<file path="config.mk">
export PLATFORM = sky130hd
export DESIGN_NAME = ofrc_top
export DESIGN_NICKNAME = d
export VERILOG_FILES = /design/src/hdl/ofrc_pkg.sv /design/src/hdl/ofrc_top.sv
export SDC_FILE = /design/constraint.sdc
export NUM_CORES = 1
export LEC_CHECK = 0
export BUFFER_PORTS_ARGS = -buffer_cell sky130_fd_sc_hd__buf_2
export CAP_MARGIN = 30
export CELL_PAD_IN_SITES_DETAIL_PLACEMENT = 0
export CELL_PAD_IN_SITES_GLOBAL_PLACEMENT = 1
export CORE_ASPECT_RATIO = 1.2
export CORE_MARGIN = 1.5
export CORE_UTILIZATION = 44
export DETAILED_ROUTE_END_ITERATION = 8
export PLACE_DENSITY = 0.79
export REMOVE_ABC_BUFFERS = 1
export SLEW_MARGIN = 20
export SYNTH_ARGS = -nofsm -noshare
export SYNTH_HDL_FRONTEND = slang
export SYNTH_SLANG_ARGS = --single-unit
</file>
<file path="constraint.sdc">
create_clock -name aclk -period 5.8 [get_ports aclk]
set_clock_uncertainty 0.05 [all_clocks]
set_input_delay 1.16 -clock aclk [delete_from_list [all_inputs] [get_ports aclk]]
set_output_delay 1.16 -clock aclk [all_outputs]
set_load 0.02 [all_outputs]
</file>
<file path="src/hdl/ofrc_pkg.sv">
// Purpose: shared constants for the output frame and range configuration block
// Assumes: 32-bit AXI4-Lite register access, byte addresses as printed
// Notes:   reserved bits are masked out on write and read back as zero
package ofrc_pkg;
    // ==========================================================
    // register map
    localparam int          AXI_ADDR_W     = 8;
    localparam int          AXI_DATA_W     = 32;
    localparam logic [7:0]  OFC_ADDR       = 8'h10;
    localparam logic [7:0]  RSEL_ADDR      = 8'h14;
    localparam logic [31:0] OFC_RESET      = 32'h0000_0000;
    localparam logic [31:0] RSEL_RESET     = 32'h0000_0000;
    localparam logic [31:0] OFC_WMASK      = 32'h0000_0d0f;
    localparam logic [31:0] RSEL_WMASK     = 32'h0000_004f;
    localparam logic [1:0]  RESP_OKAY      = 2'b00;
    localparam logic [1:0]  RESP_SLVERR    = 2'b10;
    // ==========================================================
    // field positions
    localparam int          OFC_ALARM_HI   = 10;
    localparam int          OFC_ALARM_LO   = 11;
    localparam int          OFC_RANGE_INC  = 8;
    localparam int          OFC_PARITY     = 3;
    localparam int          OFC_SRC_MSB    = 2;
    localparam int          OFC_SRC_LSB    = 0;
    localparam int          RSEL_REF_OFF   = 6;
    localparam int          RANGE_W        = 4;
    localparam int          UNIPOLAR_BIT   = 3;
    // ==========================================================
    // output value sources
    localparam logic [2:0]  SRC_ZEROS      = 3'b100;
    localparam logic [2:0]  SRC_ONES       = 3'b101;
    localparam logic [2:0]  SRC_ALT1       = 3'b110;
    localparam logic [2:0]  SRC_ALT2       = 3'b111;
    // ==========================================================
    // frame geometry
    localparam int          DATA_W_DEF     = 16;
    localparam int          FIFO_DEPTH_DEF = 8;
    localparam int          ALARM_BITS     = 2;
    localparam int          PARITY_BITS    = 2;
    localparam int          HIGHEST_BIPOLAR = 4;
    localparam int          HIGHEST_UNIPOLAR = 11;
    localparam int          LOWEST_UNIPOLAR = 8;

    typedef enum logic [1:0] {
        OFRC_IDLE  = 2'b00,
        OFRC_SHIFT = 2'b01
    } ofrc_ser_t;
endpackage : ofrc_pkg

</file>
<file path="src/hdl/ofrc_top.sv">
// Purpose: output frame content and input range configuration with frame builder
// Assumes: conversion words arrive on a valid/ready stream, alarm flags are live levels
// Notes:   one frame bit leaves per cycle in which serial_advance is high
//
// What this block does
// - alarm select field appends high/low input flags
// - reserved bits read zero, writes ignored
// - range bit appends the 4-bit range code
// - parity bit appends two parity LSBs
// - result parity is even over result only
// - frame parity is even over the frame bits except result parity
// - result parity excluded from frame parity
// - parity adds two bits shifted out
// - source top bit clear sends conversion result
// - source codes 100-111 send fixed patterns
// - reference off bit disables internal reference
// - codes 0000-0100 select five bipolar ranges
// - codes 1000-1011 select four unipolar ranges
// - range register bytes at 14h to 17h
// - high flag is live alarm condition
`timescale 1ns/1ps

// ==========================================================
// fifo in the conversion data path
module ofrc_fifo #(
    parameter int W = 16,
    parameter int D = 8
) (
    input  wire logic         aclk,
    input  wire logic         aresetn,
    input  wire logic [W-1:0] in_data,
    input  wire logic         in_valid,
    output logic              in_ready,
    output logic [W-1:0]      out_data,
    output logic              out_valid,
    input  wire logic         out_ready
);
    localparam int PW = (D > 1) ? $clog2(D) : 1;
    localparam int CW = $clog2(D + 1);

    initial begin
        if (D < 2 || (D & (D - 1)) != 0) begin
            $error("fifo depth must be a power of two of at least 2");
        end
    end

    typedef struct packed {
        logic [D-1:0][W-1:0] mem;
        logic [PW-1:0]       wr_ptr;
        logic [PW-1:0]       rd_ptr;
        logic [CW-1:0]       count;
        logic                ready;
        logic                valid;
    } ofrc_fifo_t;

    ofrc_fifo_t s_reg;
    ofrc_fifo_t s_next;
    logic       push;
    logic       pop;

    assign push      = in_valid && s_reg.ready;
    assign pop       = out_ready && s_reg.valid;
    assign in_ready  = s_reg.ready;
    assign out_valid = s_reg.valid;
    assign out_data  = s_reg.mem[s_reg.rd_ptr];

    always_comb begin
        s_next = s_reg;
        if (push) begin
            s_next.mem[s_reg.wr_ptr] = in_data;
            s_next.wr_ptr            = s_reg.wr_ptr + 1'b1;
        end
        if (pop) begin
            s_next.rd_ptr = s_reg.rd_ptr + 1'b1;
        end
        if (push && !pop) begin
            s_next.count = s_reg.count + 1'b1;
        end else if (pop && !push) begin
            s_next.count = s_reg.count - 1'b1;
        end
        // registered flags keep ready and valid glitch free
        s_next.ready = (s_next.count != CW'(D));
        s_next.valid = (s_next.count != '0);
    end

    always_ff @(posedge aclk) begin
        if (!aresetn) begin
            s_reg       <= '0;
            s_reg.ready <= 1'b1;
        end else begin
            s_reg <= s_next;
        end
    end
endmodule : ofrc_fifo

// ==========================================================
// top: register bank, frame builder, serializer
module ofrc_top #(
    parameter int DATA_W     = ofrc_pkg::DATA_W_DEF,
    parameter int FIFO_DEPTH = ofrc_pkg::FIFO_DEPTH_DEF
) (
    input  wire logic                               aclk,
    input  wire logic                               aresetn,
    input  wire logic [ofrc_pkg::AXI_ADDR_W-1:0]    s_axi_awaddr,
    input  wire logic                               s_axi_awvalid,
    output logic                                    s_axi_awready,
    input  wire logic [ofrc_pkg::AXI_DATA_W-1:0]    s_axi_wdata,
    input  wire logic [3:0]                         s_axi_wstrb,
    input  wire logic                               s_axi_wvalid,
    output logic                                    s_axi_wready,
    output logic [1:0]                              s_axi_bresp,
    output logic                                    s_axi_bvalid,
    input  wire logic                               s_axi_bready,
    input  wire logic [ofrc_pkg::AXI_ADDR_W-1:0]    s_axi_araddr,
    input  wire logic                               s_axi_arvalid,
    output logic                                    s_axi_arready,
    output logic [ofrc_pkg::AXI_DATA_W-1:0]         s_axi_rdata,
    output logic [1:0]                              s_axi_rresp,
    output logic                                    s_axi_rvalid,
    input  wire logic                               s_axi_rready,
    input  wire logic [DATA_W-1:0]                  conv_data,
    input  wire logic                               conv_valid,
    output logic                                    conv_ready,
    input  wire logic                               alarm_in_high,
    input  wire logic                               alarm_in_low,
    input  wire logic                               serial_advance,
    output logic                                    serial_output_lines,
    output logic                                    serial_bit_valid,
    output logic                                    serial_frame_last,
    output logic                                    internal_reference_off,
    output logic [ofrc_pkg::RANGE_W-1:0]            range_code,
    output logic                                    range_unipolar,
    output logic                                    range_code_legal
);
    import ofrc_pkg::*;

    localparam int FRAME_MAX = DATA_W + ALARM_BITS + RANGE_W + PARITY_BITS;
    localparam int LEN_W     = $clog2(FRAME_MAX + 1);

    initial begin
        if (DATA_W < 2 || DATA_W > 64) begin
            $error("conversion width out of range");
        end
    end

    typedef struct packed {
        logic [31:0]           ctl_reg;
        logic [31:0]           rsel_reg;
        logic                  aw_held;
        logic [AXI_ADDR_W-1:0] awaddr;
        logic                  w_held;
        logic [31:0]           wdata;
        logic [3:0]            wstrb;
        logic                  awready;
        logic                  wready;
        logic                  bvalid;
        logic [1:0]            bresp;
        logic                  arready;
        logic                  rvalid;
        logic [31:0]           rdata;
        logic [1:0]            rresp;
        ofrc_ser_t             st;
        logic [FRAME_MAX-1:0]  sh;
        logic [LEN_W-1:0]      cnt;
        logic                  out_bit;
        logic                  bit_valid;
        logic                  last;
        logic                  ref_off;
        logic [RANGE_W-1:0]    range;
        logic                  unipolar;
        logic                  legal;
    } ofrc_state_t;

    ofrc_state_t          s_reg;
    ofrc_state_t          s_next;
    logic [DATA_W-1:0]    fifo_data;
    logic                 fifo_valid;
    logic                 load;
    logic                 wr_en;
    logic [DATA_W-1:0]    value;
    logic [FRAME_MAX-1:0] frame_rj;
    logic [LEN_W-1:0]     frame_len;
    logic                 data_par;
    logic                 frame_par;

    ofrc_fifo #(
        .W (DATA_W),
        .D (FIFO_DEPTH)
    ) u_fifo (
        .aclk      (aclk),
        .aresetn   (aresetn),
        .in_data   (conv_data),
        .in_valid  (conv_valid),
        .in_ready  (conv_ready),
        .out_data  (fifo_data),
        .out_valid (fifo_valid),
        .out_ready (load)
    );

    // ==========================================================
    // frame builder
    assign load  = fifo_valid && (s_reg.st == OFRC_IDLE);
    assign wr_en = s_reg.aw_held && s_reg.w_held && !s_reg.bvalid;

    always_comb begin
        value = fifo_data;
        unique case (s_reg.ctl_reg[OFC_SRC_MSB:OFC_SRC_LSB])
            SRC_ZEROS: value = '0;
            SRC_ONES:  value = '1;
            SRC_ALT1: begin
                for (int i = 0; i < DATA_W; i++) value[i] = ~i[0];
            end
            SRC_ALT2: begin
                for (int i = 0; i < DATA_W; i++) value[i] = ~i[1];
            end
            default: value = fifo_data;
        endcase
    end

    always_comb begin
        frame_rj  = FRAME_MAX'(value);
        frame_len = LEN_W'(DATA_W);
        data_par  = ^value;
        frame_par = ^value;
        // flags are sampled live when the frame is built
        if (s_reg.ctl_reg[OFC_ALARM_HI]) begin
            frame_rj  = {frame_rj[FRAME_MAX-2:0], alarm_in_high};
            frame_len = frame_len + 1'b1;
            frame_par = frame_par ^ alarm_in_high;
        end
        if (s_reg.ctl_reg[OFC_ALARM_LO]) begin
            frame_rj  = {frame_rj[FRAME_MAX-2:0], alarm_in_low};
            frame_len = frame_len + 1'b1;
            frame_par = frame_par ^ alarm_in_low;
        end
        if (s_reg.ctl_reg[OFC_RANGE_INC]) begin
            frame_rj  = {frame_rj[FRAME_MAX-RANGE_W-1:0], s_reg.range};
            frame_len = frame_len + LEN_W'(RANGE_W);
            frame_par = frame_par ^ (^s_reg.range);
        end
        if (s_reg.ctl_reg[OFC_PARITY]) begin
            // result parity stays out of the frame parity sum
            frame_rj  = {frame_rj[FRAME_MAX-3:0], data_par, frame_par};
            frame_len = frame_len + LEN_W'(PARITY_BITS);
        end
    end

    // ==========================================================
    // next state: bus slave and serializer
    always_comb begin
        logic [31:0] bmask;
        logic [31:0] merged;
        bmask  = '0;
        merged = '0;
        s_next = s_reg;
        for (int b = 0; b < 4; b++) bmask[b*8 +: 8] = {8{s_reg.wstrb[b]}};
        // aw and w may arrive in either order
        if (s_axi_awvalid && s_reg.awready) begin
            s_next.aw_held = 1'b1;
            s_next.awaddr  = s_axi_awaddr;
        end
        if (s_axi_wvalid && s_reg.wready) begin
            s_next.w_held = 1'b1;
            s_next.wdata  = s_axi_wdata;
            s_next.wstrb  = s_axi_wstrb;
        end
        if (wr_en) begin
            s_next.aw_held = 1'b0;
            s_next.w_held  = 1'b0;
            s_next.bvalid  = 1'b1;
            s_next.bresp   = RESP_OKAY;
            // byte lanes map onto consecutive byte addresses
            if (s_reg.awaddr[AXI_ADDR_W-1:2] == OFC_ADDR[AXI_ADDR_W-1:2]) begin
                merged        = (s_reg.ctl_reg & ~bmask) | (s_reg.wdata & bmask);
                s_next.ctl_reg = merged & OFC_WMASK;
            end else if (s_reg.awaddr[AXI_ADDR_W-1:2] == RSEL_ADDR[AXI_ADDR_W-1:2]) begin
                merged         = (s_reg.rsel_reg & ~bmask) | (s_reg.wdata & bmask);
                s_next.rsel_reg = merged & RSEL_WMASK;
            end else begin
                s_next.bresp = RESP_SLVERR;
            end
        end else if (s_reg.bvalid && s_axi_bready) begin
            s_next.bvalid = 1'b0;
        end
        s_next.awready = !s_next.aw_held && !s_next.bvalid;
        s_next.wready  = !s_next.w_held && !s_next.bvalid;

        if (s_axi_arvalid && s_reg.arready) begin
            s_next.rvalid = 1'b1;
            s_next.rresp  = RESP_OKAY;
            if (s_axi_araddr[AXI_ADDR_W-1:2] == OFC_ADDR[AXI_ADDR_W-1:2]) begin
                s_next.rdata = s_reg.ctl_reg & OFC_WMASK;
            end else if (s_axi_araddr[AXI_ADDR_W-1:2] == RSEL_ADDR[AXI_ADDR_W-1:2]) begin
                s_next.rdata = s_reg.rsel_reg & RSEL_WMASK;
            end else begin
                s_next.rdata = '0;
                s_next.rresp = RESP_SLVERR;
            end
        end else if (s_reg.rvalid && s_axi_rready) begin
            s_next.rvalid = 1'b0;
        end
        s_next.arready = !s_next.rvalid;

        s_next.ref_off  = s_next.rsel_reg[RSEL_REF_OFF];
        s_next.range    = s_next.rsel_reg[RANGE_W-1:0];
        s_next.unipolar = s_next.rsel_reg[UNIPOLAR_BIT];
        s_next.legal    = (s_next.range <= RANGE_W'(HIGHEST_BIPOLAR)) ||
                          (s_next.range >= RANGE_W'(LOWEST_UNIPOLAR) &&
                           s_next.range <= RANGE_W'(HIGHEST_UNIPOLAR));

        s_next.bit_valid = 1'b0;
        s_next.last      = 1'b0;
        unique case (s_reg.st)
            OFRC_IDLE: begin
                if (load) begin
                    s_next.sh  = frame_rj << (LEN_W'(FRAME_MAX) - frame_len);
                    s_next.cnt = frame_len;
                    s_next.st  = OFRC_SHIFT;
                end
            end
            OFRC_SHIFT: begin
                // the reader may pause the frame at any bit
                if (serial_advance) begin
                    s_next.out_bit   = s_reg.sh[FRAME_MAX-1];
                    s_next.bit_valid = 1'b1;
                    s_next.sh        = {s_reg.sh[FRAME_MAX-2:0], 1'b0};
                    s_next.cnt       = s_reg.cnt - 1'b1;
                    if (s_reg.cnt == LEN_W'(1)) begin
                        s_next.last = 1'b1;
                        s_next.st   = OFRC_IDLE;
                    end
                end
            end
        endcase
    end

    always_ff @(posedge aclk) begin
        if (!aresetn) begin
            s_reg          <= '0;
            s_reg.ctl_reg  <= OFC_RESET;
            s_reg.rsel_reg <= RSEL_RESET;
            s_reg.awready  <= 1'b1;
            s_reg.wready   <= 1'b1;
            s_reg.arready  <= 1'b1;
            s_reg.legal    <= 1'b1;
            s_reg.st       <= OFRC_IDLE;
        end else begin
            s_reg <= s_next;
        end
    end

    assign s_axi_awready          = s_reg.awready;
    assign s_axi_wready           = s_reg.wready;
    assign s_axi_bvalid           = s_reg.bvalid;
    assign s_axi_bresp            = s_reg.bresp;
    assign s_axi_arready          = s_reg.arready;
    assign s_axi_rvalid           = s_reg.rvalid;
    assign s_axi_rdata            = s_reg.rdata;
    assign s_axi_rresp            = s_reg.rresp;
    assign serial_output_lines    = s_reg.out_bit;
    assign serial_bit_valid       = s_reg.bit_valid;
    assign serial_frame_last      = s_reg.last;
    assign internal_reference_off = s_reg.ref_off;
    assign range_code             = s_reg.range;
    assign range_unipolar         = s_reg.unipolar;
    assign range_code_legal       = s_reg.legal;

    // ==========================================================
    // checks
    a_alarm_high_lsb: assert property (@(posedge aclk) disable iff (!aresetn)
        load && s_reg.ctl_reg[11:8] == 4'h4 && !s_reg.ctl_reg[OFC_PARITY] |-> frame_rj[0] == alarm_in_high)
        else $error("high alarm flag not at frame end");
    a_reserved_zero: assert property (@(posedge aclk) disable iff (!aresetn)
        s_axi_rvalid |-> (s_axi_rdata & ~(OFC_WMASK | RSEL_WMASK)) == '0)
        else $error("reserved bits read nonzero");
    a_range_append: assert property (@(posedge aclk) disable iff (!aresetn)
        load && s_reg.ctl_reg[OFC_RANGE_INC] && !s_reg.ctl_reg[OFC_PARITY] |-> frame_rj[3:0] == s_reg.range)
        else $error("range code missing from frame");
    a_result_parity: assert property (@(posedge aclk) disable iff (!aresetn)
        load && s_reg.ctl_reg[OFC_PARITY] |-> frame_rj[1] == ^value)
        else $error("result parity wrong");
    a_frame_parity: assert property (@(posedge aclk) disable iff (!aresetn)
        load && s_reg.ctl_reg[OFC_PARITY] |-> ((^(frame_rj >> 2)) ^ frame_rj[0]) == 1'b0)
        else $error("frame parity not even");
    a_parity_length: assert property (@(posedge aclk) disable iff (!aresetn)
        load && s_reg.ctl_reg[11:8] == 4'h0 && s_reg.ctl_reg[OFC_PARITY] |=> s_reg.cnt == LEN_W'(DATA_W + 2))
        else $error("parity frame length wrong");
    a_source_live: assert property (@(posedge aclk) disable iff (!aresetn)
        load && !s_reg.ctl_reg[OFC_SRC_MSB] |-> value == fifo_data)
        else $error("conversion result not passed through");
    a_source_ones: assert property (@(posedge aclk) disable iff (!aresetn)
        load && s_reg.ctl_reg[2:0] == SRC_ONES |-> &value)
        else $error("all ones pattern wrong");
    a_ref_follow: assert property (@(posedge aclk) disable iff (!aresetn)
        wr_en && s_reg.awaddr == RSEL_ADDR && s_reg.wstrb[0] |-> ##2 internal_reference_off == $past(s_reg.wdata[6], 2))
        else $error("reference off not following write");
endmodule : ofrc_top

</file>
==> results.md <==
- Synthesized instance count: 1614
- Core area: 28200 µm²
- Ant. Diodes: 0
- Number of warnings printed during yosys synthesis: 0
- Final critical-path share of the clock period: 0.781
- Power density normalized to cell area: 408 nW/µm²
- Total placed instance area: 13000 µm²
- Die footprint: 29900 µm²
- Via count of the first global-routing pass: 10600
- Number of hold-repair buffers added at the cts stage: 0
- Antenna violation net count after detailed routing: 0
- VDD IR max: 0.272 mV
- Seq/Total Area, Yosys: 0.345
- Distinct cells, synth: 93
- Number of max-cap violations: 0
- Clock edge transition at the registers on the reported setup and hold paths: 0.06 ns
- Capture endpoint of the worst hold path: s_reg[122]$_SDFFE_PN0P_
- Port-buffer cells: 74
- Ratio of routed vias to standard cells: 5.72
- Total iterations of the first detailed-routing run: 6
- Boundary pin count: 131
- Total number of H-tree levels: 1
- Final non-filler cell area: 13800 µm²
- First-pass GRT wire length: 58.1 mm
- Cell depth of the worst min-delay path: 2
- Rows: 67
- Net total in the final layout: 1682
- Mean cell area of the mapped netlist: 7.86 µm²
- Residual overflow from global routing: 0
- Number of fillers in the final layout: 2862
- Clock tree from TritonCTS: done
- Register-to-Register Path Depth: 12
- Crit path launch type: flop
- Final weighted congestion of routability-driven global placement: 0.905
- Antenna violations before repair: 0
- Most common cell in the synthesized netlist: nand2_1
- Pin count of the biggest net entering global routing: 152
- Initial DRC count: 835
- Buffers from clock root to sink, at most: 3
- Fraction of registers with async set or reset after synthesis: 0
- WS Path Type: reg2reg
- Minimum period implied by the final worst setup slack: 4.53 ns
- Area delta synth->final: 8.91%
- Clk Latency, worst-skew pair: 0.53 ns
- Clock sinks: 219
- Leak: 4.96 nW
- Total count of max-transition violations in the final report: 0
- Average detailed-routed wire length per instance: 18.5 µm
- Via count of the routed design: 11400
- Cell type contributing the most total cell area after synthesis: dfxtp_1
- Worst reg-to-reg setup slack: 1.27 ns
- Path category of the worst min-delay check: reg2reg
- Setup repair after global routing missed its margin: no
- Starting utilization of the core area: 0.451
- Endpoint of the lowest-slack register-to-register path: s_reg[37]$_SDFFE_PN0P_
- Number of enable-type register cells in the synthesized netlist: 0
- Worst reg2reg startpoint: u_fifo.s_reg[7]$_SDFFE_PN0P_
- Root Buffer: clkbuf_16
- Max reg flops: 138
- Final Setup Violations: 0
- Setup slack after placement: 1.36 ns
- Die Ht: 189 µm
- Status: complete, no violations
- Synth cell count leaders: nand2_1 (373), dfxtp_1 (219), a21oi_1 (208), nor2_1 (99), clkbuf_1 (98)
- Proportion of netlist area held by the largest area contributor: 0.345
- Final hold vios: 0
- #FFs+latches synth: 219
- Commonest register cell after synthesis: dfxtp_1
- Rel. slew slack: 0.367
- Total clock buffers created by CTS: 24
- Total power consumption of the routed design: 5.63 mW
- DRC violation count after routing: 0
- Startpoint of the tightest hold check path: s_reg[122]$_SDFFE_PN0P_
- Required time at the endpoint of the critical path: 6.18 ns
- HPWL reported at the end of detailed placement: 24.8 mm
- Data arrival time at the worst-slack endpoint: 4.90 ns
- Critical path capture point type: flop
- Tightest Pin Transition: 0.949 ns
- GRT Resource Usage Total: 0.244
- Min setup slack post-route: 1.27 ns
- Share of post-route cells with drive strength above 1: 0.132
- Routed WL: 36.7 mm
- Cts repair resizes: 0
- Fmax: 221 MHz
- Die W: 158 µm
- Crit path max fanout: 25
- Postcts setup bufs: 0
- Post-Syn Area: 12700 µm²
- Share of the core filled with cells: 0.491
- Synth area leaders: dfxtp_1 (35%), nand2_1 (11%), a21oi_1 (8.2%), mux2i_1 (7.3%), mux4_2 (3.0%)
- Fin Setup TNS: 0 ns
worst max-delay path, stage by stage, from the launching register on:
cell and delay [ns]:
dfxtp_2 0.77, buf_4 0.37, mux2i_1 0.11, a22o_1 0.32, o21ba_1 0.25, or3_4 0.40
mux4_2 0.52, o211ai_1 0.35, mux2i_1 0.16, mux2_2 0.32, a22oi_1 0.33, nand3_1 0.16
a311oi_1 0.29
where the power goes:
| group | switching, mW | total, mW | internal [mW] |
|---|---|---|---|
| Sequential | 0.112 | 1.72 | 1.61 |
| Combinational | 1.36 | 2.31 | 0.955 |
| Clock | 0.621 | 1.60 | 0.979 |
placed cells by master (no fill, tap or decap), types with 6 or more instances in the layout:
cell type    n
a222oi_1     7
a21oi_1    208
buf_4       23
o22a_1       7
nor4_1      12
a31oi_1      7
xor2_1       8
and3_1       7
a22o_1      17
nand2b_1     9
o22ai_1     15
a311oi_1     6
conb_1      26
nor3_1      31
mux2_2      13
dfxtp_1    217
xnor2_1     20
o21ai_0     20
inv_1       15
mux2i_1     93
a211oi_1     9
buf_2       74
nor2b_1      8
a22oi_1     26
ha_1         9
a221oi_1    10
and2_1      15
a21o_1       7
nand3_1     31
clkbuf_16   25
mux4_2      17
o211ai_1     9
nand2_1    373
nor2_1      96
per-layer routing:
layer | vias to the layer above | GRT usage | wire length [µm]
met2 | 293 | 0.423 | 18000
met5 | - | 0 | 0
met1 | 5439 | 0.313 | 16000
met4 | 0 | 0.0791 | 1120
li1 | 5580 | - | -
met3 | 67 | 0.0268 | 1620
stage by stage:
step           cells  hold WS [ns]
6_report        1989         0.400
4_1_cts         1987         0.404
3_5_place_dp    1945         0.396
3_3_place_gp    1945         0.389
2_1_floorplan   1468         0.381
5_1_grt         1989         0.420
how the worst max path moves through the flow:
stage                                            start                      to
after floorplan                                aresetn  s_reg[37]$_SDFFE_PN0P_
after global placement    u_fifo.s_reg[7]$_SDFFE_PN0P_  s_reg[37]$_SDFFE_PN0P_
after detailed placement  u_fifo.s_reg[7]$_SDFFE_PN0P_  s_reg[37]$_SDFFE_PN0P_
after CTS                 u_fifo.s_reg[7]$_SDFFE_PN0P_  s_reg[37]$_SDFFE_PN0P_
after global routing      u_fifo.s_reg[8]$_SDFFE_PN0P_  s_reg[37]$_SDFFE_PN0P_
final                     u_fifo.s_reg[7]$_SDFFE_PN0P_  s_reg[37]$_SDFFE_PN0P_
kinds of logic after synthesis:
family | synth area share
AO/OA/AOI/OAI | 0.216
XOR/XNOR | 0.0249
multiplexers | 0.115
AND/OR/NAND/NOR | 0.213
adder cells (fa/ha/maj) | 0.00887
flip-flops | 0.345
other | 0.000295
buffers and inverters | 0.0769
final cells by class:
type,count,area (µm²),area share
multi-input cells,1231,7470,0.541
flip-flops and latches,219,4390,0.317
clock buffers,34,709,0.0513
repair buffers,100,589,0.0426
well taps,379,474,0.0343
clock inverters,8,118,0.00851
inverters,18,72.6,0.00525
Note: power is estimated with default switching activity, not from simulation.
